--- src/inc/fbfr_pkg.sv ---
// Package with timing constants, types and states for the bridge fault/retry logic
package fbfr_pkg;

  // ****************************************
  // Timing
  // ****************************************
  localparam int unsigned CLK_HZ            = 20_000_000;
  localparam int unsigned DEAD_TIME_NS      = 500;
  localparam int unsigned RETRY_INTERVAL_US = 1200;
  localparam int unsigned WAKE_SETTLE_US    = 1000;
  // Dead time is a least time: round up
  localparam int unsigned DEAD_CYCLES  = (DEAD_TIME_NS * (CLK_HZ / 1_000_000) + 999) / 1000;
  // Retry interval is a nominal period: whole cycles
  localparam int unsigned RETRY_CYCLES = RETRY_INTERVAL_US * (CLK_HZ / 1_000_000);
  localparam int unsigned WAKE_CYCLES  = WAKE_SETTLE_US * (CLK_HZ / 1_000_000);

  // ****************************************
  // Types
  // ****************************************
  // Switch commands of one bridge leg
  typedef struct packed {
    logic src;
    logic snk;
  } fbfr_leg_type;

  // Switch commands of the whole bridge
  typedef struct packed {
    fbfr_leg_type leg_a;
    fbfr_leg_type leg_b;
  } fbfr_bridge_type;

  // Control inputs from the PWM source
  typedef struct packed {
    logic phase;
    logic enable;
    logic slow_decay;
    logic awake;
  } fbfr_ctrl_type;

  localparam fbfr_bridge_type BRIDGE_OFF = '{leg_a: '{1'b0, 1'b0}, leg_b: '{1'b0, 1'b0}};

  typedef enum logic [1:0] {
    FLT_RUN   = 2'b00,
    FLT_OFF   = 2'b01,
    FLT_RETRY = 2'b10
  } fbfr_flt_state_type;

endpackage

--- src/rtl/fbfr_bridge.sv ---
// Top level: input synchronisers, bridge truth table, short retry and fault flag
`timescale 1ns/1ps
// How it works
// - A detected short turns every switch off, pulls the fault flag low and starts the retry timer.
// - When the retry interval ends the bridge follows the inputs again and tries to turn on.
// - A short still present on the retry turn-on repeats the off, flag low and full interval.
// - No short after the interval releases the fault flag and normal running resumes.
// - Source and sink of one leg are never on together and a dead time separates them.
// - The rectifying switch in a decay path turns on only after the dead time.
// - Drive turns on one source and the opposite sink in the commanded direction.
// - Fast decay turns on the opposite diagonal to drive.
// - In fast decay a near-zero current indication turns all switches off.
// - Slow decay turns on both sinks and keeps both sources off.
// - Awake and enabled, phase high gives A high B low and phase low the reverse.
// - Enable low with slow decay gives both low, else outputs opposite to phase until near-zero current floats both.
// - Sleep low floats both outputs; the controller waits after waking before PWM.
module fbfr_bridge
  import fbfr_pkg::*;
#(
  parameter int unsigned RETRY_CNT = RETRY_CYCLES,
  parameter int unsigned DEAD_CNT  = DEAD_CYCLES,
  parameter int unsigned WAKE_CNT  = WAKE_CYCLES
) (
  input  wire logic   sys_clk_i,
  input  wire logic   rst_i,
  input  wire logic   phase_i,
  input  wire logic   enable_i,
  input  wire logic   slow_decay_i,
  input  wire logic   sleep_n_i,
  input  wire logic   short_det_i,
  input  wire logic   zero_current_i,
  output logic        bridge_a_src_o,
  output logic        bridge_a_snk_o,
  output logic        bridge_b_src_o,
  output logic        bridge_b_snk_o,
  output logic        bridge_out_a_oe_n_o,
  output logic        bridge_out_a_o,
  output logic        bridge_out_b_oe_n_o,
  output logic        bridge_out_b_o,
  output logic        fault_flag_n_o,
  output logic        fault_flag_n_oe_n_o,
  output logic        wake_ready_o
);

  initial begin
    if (RETRY_CNT < 2 || RETRY_CNT > 2**24 - 1 || WAKE_CNT < 1 || WAKE_CNT > 2**24 - 1) begin
      $error("fbfr_bridge: counter parameter out of range");
    end
  end

  // ****************************************
  // Input synchronisers
  // ****************************************
  localparam int unsigned NSYNC = 6;
  logic [NSYNC-1:0] raw_in;
  logic [NSYNC-1:0] sync1_reg, sync2_reg;
  assign raw_in = {phase_i, enable_i, slow_decay_i, sleep_n_i, short_det_i, zero_current_i};

  always_ff @(posedge sys_clk_i or posedge rst_i) begin
    if (rst_i) begin
      sync1_reg <= '0;
      sync2_reg <= '0;
    end else begin
      sync1_reg <= raw_in;
      sync2_reg <= sync1_reg;
    end
  end

  fbfr_ctrl_type ctrl;
  logic          short_s;
  logic          zero_s;
  assign ctrl    = fbfr_ctrl_type'(sync2_reg[5:2]);
  assign short_s = sync2_reg[1];
  assign zero_s  = sync2_reg[0];

  // ****************************************
  // Fault retry state machine
  // ****************************************
  fbfr_flt_state_type st_reg, st_next;
  logic [23:0]        tmr_reg, tmr_next;
  logic               flag_reg, flag_next;  // High while fault flag is pulled low
  fbfr_bridge_type    want;                 // Commanded switch pattern

  always_comb begin
    st_next   = st_reg;
    tmr_next  = tmr_reg;
    flag_next = flag_reg;
    unique case (st_reg)
      FLT_RUN: begin
        if (short_s && ctrl.awake) begin
          st_next   = FLT_OFF;
          flag_next = 1'b1;
          tmr_next  = RETRY_CNT[23:0] - 24'h000001;
        end
      end
      FLT_OFF: begin
        if (tmr_reg == 24'h000000) begin
          st_next  = FLT_RETRY;
          tmr_next = DEAD_CNT[23:0] + 24'h000002;
        end else begin
          tmr_next = tmr_reg - 24'h000001;
        end
      end
      FLT_RETRY: begin
        // Short sampled every cycle until the retry turn-on has had time to settle
        if (short_s) begin
          st_next  = FLT_OFF;
          tmr_next = RETRY_CNT[23:0] - 24'h000001;
        // Judged on the command, not the legs: the legs are still off on entry
        end else if (tmr_reg == 24'h000000 || want == BRIDGE_OFF) begin
          st_next   = FLT_RUN;
          flag_next = 1'b0;
        end else begin
          tmr_next = tmr_reg - 24'h000001;
        end
      end
      default: begin
        st_next = FLT_OFF;
        tmr_next = RETRY_CNT[23:0] - 24'h000001;
        flag_next = 1'b1;
      end
    endcase
  end

  always_ff @(posedge sys_clk_i or posedge rst_i) begin
    if (rst_i) begin
      st_reg   <= FLT_RUN;
      tmr_reg  <= 24'h000000;
      flag_reg <= 1'b0;
    end else begin
      st_reg   <= st_next;
      tmr_reg  <= tmr_next;
      flag_reg <= flag_next;
    end
  end

  // ****************************************
  // Wake settle indication
  // ****************************************
  logic [23:0] wake_reg, wake_next;

  // host should wait for this before PWM
  always_comb begin
    wake_next = wake_reg;
    if (!ctrl.awake) begin
      wake_next = WAKE_CNT[23:0];
    end else if (wake_reg != 24'h000000) begin
      wake_next = wake_reg - 24'h000001;
    end
  end

  always_ff @(posedge sys_clk_i or posedge rst_i) begin
    if (rst_i) begin
      wake_reg <= WAKE_CNT[23:0];
    end else begin
      wake_reg <= wake_next;
    end
  end

  // ****************************************
  // Bridge truth table
  // ****************************************
  always_comb begin
    want = BRIDGE_OFF;
    if (!ctrl.awake || st_reg == FLT_OFF) begin
      want = BRIDGE_OFF;
    end else if (ctrl.enable) begin
      want.leg_a.src = ctrl.phase;
      want.leg_b.snk = ctrl.phase;
      want.leg_b.src = !ctrl.phase;
      want.leg_a.snk = !ctrl.phase;
    end else if (ctrl.slow_decay) begin
      want.leg_a.snk = 1'b1;
      want.leg_b.snk = 1'b1;
    end else if (!zero_s) begin
      want.leg_a.src = !ctrl.phase;
      want.leg_b.snk = !ctrl.phase;
      want.leg_b.src = ctrl.phase;
      want.leg_a.snk = ctrl.phase;
    end
  end

  fbfr_leg_type leg_a, leg_b;

  fbfr_leg #(
    .DEAD_CNT (DEAD_CNT)
  ) u_leg_a (
    .sys_clk_i (sys_clk_i),
    .rst_i     (rst_i),
    .want_i    (want.leg_a),
    .leg_o     (leg_a)
  );

  fbfr_leg #(
    .DEAD_CNT (DEAD_CNT)
  ) u_leg_b (
    .sys_clk_i (sys_clk_i),
    .rst_i     (rst_i),
    .want_i    (want.leg_b),
    .leg_o     (leg_b)
  );

  // ****************************************
  // Outputs
  // ****************************************
  // Leg level follows registered switch commands; floats when both off
  assign bridge_a_src_o      = leg_a.src;
  assign bridge_a_snk_o      = leg_a.snk;
  assign bridge_b_src_o      = leg_b.src;
  assign bridge_b_snk_o      = leg_b.snk;
  assign bridge_out_a_o      = leg_a.src;
  assign bridge_out_a_oe_n_o = !(leg_a.src | leg_a.snk);
  assign bridge_out_b_o      = leg_b.src;
  assign bridge_out_b_oe_n_o = !(leg_b.src | leg_b.snk);
  // Open drain: only ever drives low
  assign fault_flag_n_o      = 1'b0;
  assign fault_flag_n_oe_n_o = !flag_reg;
  assign wake_ready_o        = (wake_reg == 24'h000000);

endmodule

--- src/rtl/fbfr_leg.sv ---
// One bridge leg with crossover dead time between source and sink
`timescale 1ns/1ps
module fbfr_leg
  import fbfr_pkg::*;
#(
  parameter int unsigned DEAD_CNT = DEAD_CYCLES
) (
  input  wire logic         sys_clk_i,
  input  wire logic         rst_i,
  input  wire fbfr_leg_type want_i,
  output fbfr_leg_type      leg_o
);

  initial begin
    if (DEAD_CNT < 1 || DEAD_CNT > 255) begin
      $error("fbfr_leg: DEAD_CNT out of range");
    end
  end

  fbfr_leg_type cur_reg, cur_next;
  logic [7:0]   dead_reg, dead_next;

  // ****************************************
  // Dead-time sequencer
  // ****************************************
  // Any change first drops both switches, then waits before turning one on
  always_comb begin
    cur_next  = cur_reg;
    dead_next = dead_reg;
    if (want_i != cur_reg) begin
      if (cur_reg.src || cur_reg.snk) begin
        cur_next  = '{1'b0, 1'b0};
        dead_next = DEAD_CNT[7:0];
      end else if (!(want_i.src || want_i.snk)) begin
        cur_next = want_i;
      end else if (dead_reg != 8'h00) begin
        dead_next = dead_reg - 8'h01;
      end else begin
        cur_next = want_i;
      end
    end else if (dead_reg != 8'h00) begin
      dead_next = dead_reg - 8'h01;
    end
  end

  // Registered so the gate commands are glitch free
  always_ff @(posedge sys_clk_i or posedge rst_i) begin
    if (rst_i) begin
      cur_reg  <= '{1'b0, 1'b0};
      dead_reg <= DEAD_CNT[7:0];
    end else begin
      cur_reg  <= cur_next;
      dead_reg <= dead_next;
    end
  end

  assign leg_o = cur_reg;

endmodule
--- config.mk ---
export PLATFORM = sky130hd
export DESIGN_NAME = fbfr_bridge
export DESIGN_NICKNAME = d
export VERILOG_FILES = /design/src/inc/fbfr_pkg.sv /design/src/rtl/fbfr_bridge.sv /design/src/rtl/fbfr_leg.sv
export SDC_FILE = /design/constraint.sdc
export NUM_CORES = 1
export LEC_CHECK = 0
export BUFFER_PORTS_ARGS = -buffer_cell sky130_fd_sc_hd__buf_2
export CELL_PAD_IN_SITES_DETAIL_PLACEMENT = 2
export CELL_PAD_IN_SITES_GLOBAL_PLACEMENT = 2
export CORE_ASPECT_RATIO = 1.1
export CORE_MARGIN = 10
export CORE_UTILIZATION = 43
export DETAILED_ROUTE_END_ITERATION = 10
export GPL_TIMING_DRIVEN = 0
export HOLD_SLACK_MARGIN = 0.12
export PLACE_DENSITY_LB_ADDON = 0.1
export SETUP_SLACK_MARGIN = 0.4
export SYNTH_ARGS = -nofsm -noshare
export SYNTH_HDL_FRONTEND = slang
export SYNTH_SLANG_ARGS = --single-unit
--- constraint.sdc ---
create_clock -name sys_clk_i -period 5.5 [get_ports sys_clk_i]
set_input_delay 0.55 -clock sys_clk_i [delete_from_list [all_inputs] [get_ports sys_clk_i]]
set_output_delay 0.55 -clock sys_clk_i [all_outputs]
set_load 0.05 [all_outputs]
Word-level counts from Yosys, hierarchy flattened
Index checks and enable logic that the tools add are counted.

Add/subtract/negate cells: 4. Equality and inequality tests: 15. Multiplexer cells: 37. Bitwise gates (word level): 3. Reduce and logical (&&, ||, !) cells: 24.

Operator list (count): 24-bit two-way mux (6); 24-bit case mux with 3 select lines (1); 8-bit two-way mux (8); 24-bit zero test (2); 24-bit by 1-bit subtractor with 24-bit output (second input constant) (2); 24-bit nonzero test (1); 2-bit two-way mux (10); 8-bit nonzero test (2); 8-bit by 1-bit subtractor with 8-bit output (second input constant) (2); 4-bit two-way mux (3); 3-bit inequality test (second input constant) (4); 2-bit inequality test (second input constant) (4); 1-bit two-way mux (7); 1-bit logical OR (6); 3-bit by 2-bit inequality test with 1-bit output (second input constant) (2); 2-bit case mux with 3 select lines (1); 2-bit AND reduction (3); 1-bit zero test (5); 4-bit zero test (1); 2-bit inequality test (2); 4-bit AND reduction (1); 1-bit case mux with 3 select lines (1); 3-bit AND reduction (1); 2-bit by 1-bit equality test with 1-bit output (second input constant) (1); other kinds (6) (7).

Flip-flop bits (word level): 83. Output and inout port bits: 11. Word-level logic and storage cells: 95.

Depth between registers and ports, before layout
Word-level depth: 10. Gate-level depth with buffers: 9. Mapped depth without buffers: 7.

By module
Synthesis repeated with hierarchy kept, for this count alone.

Cells, all modules: 491. Area, all modules: 4704.5 um^2.

Modules (own cells, without submodules): fbfr_bridge (instances 1, cells each 375, area an instance 3580.9 um^2, seq. area each 1582.8 um^2); fbfr_leg (instances 2, cells each 58, area an instance 561.8 um^2, seq. area each 252.7 um^2).

Least setup slack after synthesis
OpenSTA, ideal clock, no wires.

Kind: reg-to-output. From: register wake_reg[0]. To: output wake_ready_o. Arrival: 2.223 ns. Data required time: 4.950 ns. Setup slack: 2.727 ns. Stages on the path, launching flop included: 7. Path buffers: 1. Path through: dfrtp_1 -> inv_1 -> ha_1 -> or3b_2 -> or4_4 -> buf_6 -> nor2_2.

Longest elaborated chain between the ends: 1.

RTL lines: start, declared (line fbfr_bridge.sv:140) `logic [23:0] wake_reg, wake_next;`; start signal, assigned (line fbfr_bridge.sv:154) `wake_reg <= WAKE_CNT[23:0];`; start signal, assigned (line fbfr_bridge.sv:156) `wake_reg <= wake_next;`; 24-bit zero test (line fbfr_bridge.sv:218) `assign wake_ready_o = (wake_reg == 24'h000000);`; end, declared (line fbfr_bridge.sv:42) `output logic wake_ready_o`.

No other way between the ends.

Worst setup path after layout
Same ends and word-level chain as after synthesis.

==> metrics.cfg <==
[die]
core_area_sq_um=10390
die_h_microns=128.1
start_util_pct=43.95
row_count=39
die_area_sq_um=15150
chipWidth_microns=118.3
ios=19

[placed_design]
place_ws_ns=2.427
hpwl_microns=9452
place.gp.congestion=0.7930
place_inst=651
io_buffers=17

[power]
peakVddDrop_uv=192.8
fin_total_pwr_mw=2.406
leakage_nw=2.124
pwr_density_cell_nw_per_um2=466.2

[clocking]
cts_tree=done
insertion_delay_ns=0.34
cts_resized=0
numCtsBuffers=9
root_buffer=clkbuf_16
numClockSinks=83
postCtsSetupRepairBufs=0
clock_path_buffers=2
clkTransAtPathRegs_ns=0.06
cts_hold_buf=0
htreeDepth=3

[layout]
seqCellArea_sq_um=2088
stdcell_count=667
drive_above_1_share_pct=11.45
fillers=1134
area_growth_pct=12.98
layout_common_cells=74 x dfrtp_1, 46 x nor2_1, 38 x nand2_1
multiInputGateArea_sq_um=2281
final_common_cell=dfrtp_1
diodes=0
nNetsFinal=537

[worst_hold_path]
hold_class=input port to asynchronous set/reset pin

[detailed_routing]
wl_per_cell_microns=20.60
drtIter0Drc=219
viasPerCell=5.906
via_count=3939
dr.pass1.iters=4
drt-total-wl_microns=13740
drc=0
detail-route-antenna-nets=0

[status]
status=finished clean

[logic_synthesis]
synth_top_area_share_pct=40.54
synth_cell_types=66
synth_nets=508
postSynthAreaPerCell_sq_um=9.323
ys_seq_elements=83
synth_area_sq_um=4568
yosysTopAreaCell=dfrtp_1
ys_seq_area_share_pct=45.71
synthArstFlopShare_pct=100.0
yosys_warnings=0
synthFlopType=dfrtp_1
synth_edf_count=0
postSynthCellCount=490
synthTopCellsByArea=dfrtp_1 41%, dfstp_2 5.2%, nor2_1 3.8%, a21oi_1 3.3%, nand2_1 3.1%

[timing]
fin_crit_sh_pct=58.73
tightest_slew_ns=1.012
rsz0062_at_grt=false
period_needed_ns=3.230
setup_violations=0
max_freq_mhz=309.6
tns_ns=0
drv_slew=0
skew_ns=0.006818
hold_viol=0
max_slew_margin_pct=32.23
fin_ws_ns=2.270

[global_routing]
grt_max_degree=62
grt_pass1_vias=4448
grtUsageTotal_pct=18.96
grt_overflow=0
grt_pass1_wl_microns=23670
antenna_found_initial=0

[setup_path]
crit_required_ns=4.95
cp-end-kind=output port
critical_path_class=register to output port
crit_fanout=8
critPathArrivalTime_ns=2.68
critPathLaunchType=register

[run]
max-cap-violations=0

## cells in the mapped netlist, drive strengths merged (2+ instances only)
cell type and n:
a22o 2, o31a 3, nand4 6, buf 8
nand3 19, o2bb2ai 4, a31oi 10, inv 22
o31ai 8, o211ai 8, a32oi 3, nor3 17
o21a 2, a211oi 4, dfstp 9, ha 10
o22a 2, mux2i 4, dfrtp 74, nor4 20
nand2b 11, and2 4, nor2 47, a21oi 30
and4 2, xor2 14, nand2 38, o21bai 2
xnor2 9, nor3b 4, o21ai 29, a41oi 2
a21o 2, a22oi 2, or4 9, or3 9
nand3b 5, or3b 2, nor2b 4, clkbuf 13
## area by class of cell
cell class | instances | share of cell area [%]
plain buffers | 21 | 2.182
multi-input cells | 363 | 44.19
clock buffers | 14 | 5.115
inverters | 23 | 1.721
flip-flops and latches | 83 | 40.46
repair buffers | 18 | 2.182
clock inverters | 2 | 0.6788
well taps | 143 | 3.467
## critical path: stages, from the launching register on
cell and delay (ns):
dfrtp_1 0.37, inv_1 0.09, ha_1 0.17, or3b_2 0.51, or4_4 0.57, buf_6 0.16
nor2_2 0.16, buf_2 0.30
## stage by stage
stage / area (sq um) / utilization [%] / hold slack (ns)
finish: 5161 / 49.66 / 0.1792
global route: 5161 / 49.66 / 0.1958
CTS: 5161 / 49.66 / 0.1816
detailed placement: 4862 / 46.78 / 0.3397
global placement: 4832 / 46.49 / 0.3477
floorplan: 4568 / - / 0.3312
## final timing paths
kind | depth (start not counted) | to | from | slack, ns
min in group sys_clk_i | 1 | sync1_reg[3] | slow_decay_i | 0.31
worst max-delay path | 7 | wake_ready_o | wake_reg[0] | 2.27
max in group asynchronous | 3 | wake_reg[11] | rst_i | 4.68
worst min-delay path | 2 | sync1_reg[3] | rst_i | 0.18
worst min register to register | 0 | sync2_reg[0] | sync1_reg[0] | 0.36
worst max register to register | 8 | tmr_reg[17] | st_reg[0] | 2.32
## metal layers
metal  track usage, %  vias up  share of wire, %
met5                0        -                 0
met4            5.531        0               1.3
met3            3.392       16               2.7
met2            33.16       42                52
met1            23.36     2026                44
li1                 -     1855                 -
## power by group
part | switching, mW | internal, mW
registers | 0.138 | 0.747
clock network | 0.248 | 0.377
logic | 0.586 | 0.310
## cell families after synthesis
logic type               after synthesis  share of synthesized area (%)
adder cells (fa/ha/maj)               10                          2.739
multiplexers                           5                          1.123
AND/OR/NAND/NOR                      202                          23.39
AO/OA/AOI/OAI                        122                          18.19
other                                  1                        0.08209
flip-flops                            83                          45.71
buffers and inverters                 44                          4.355
XOR/XNOR                              23                          4.410
Note: power is estimated with default switching activity, not from simulation.
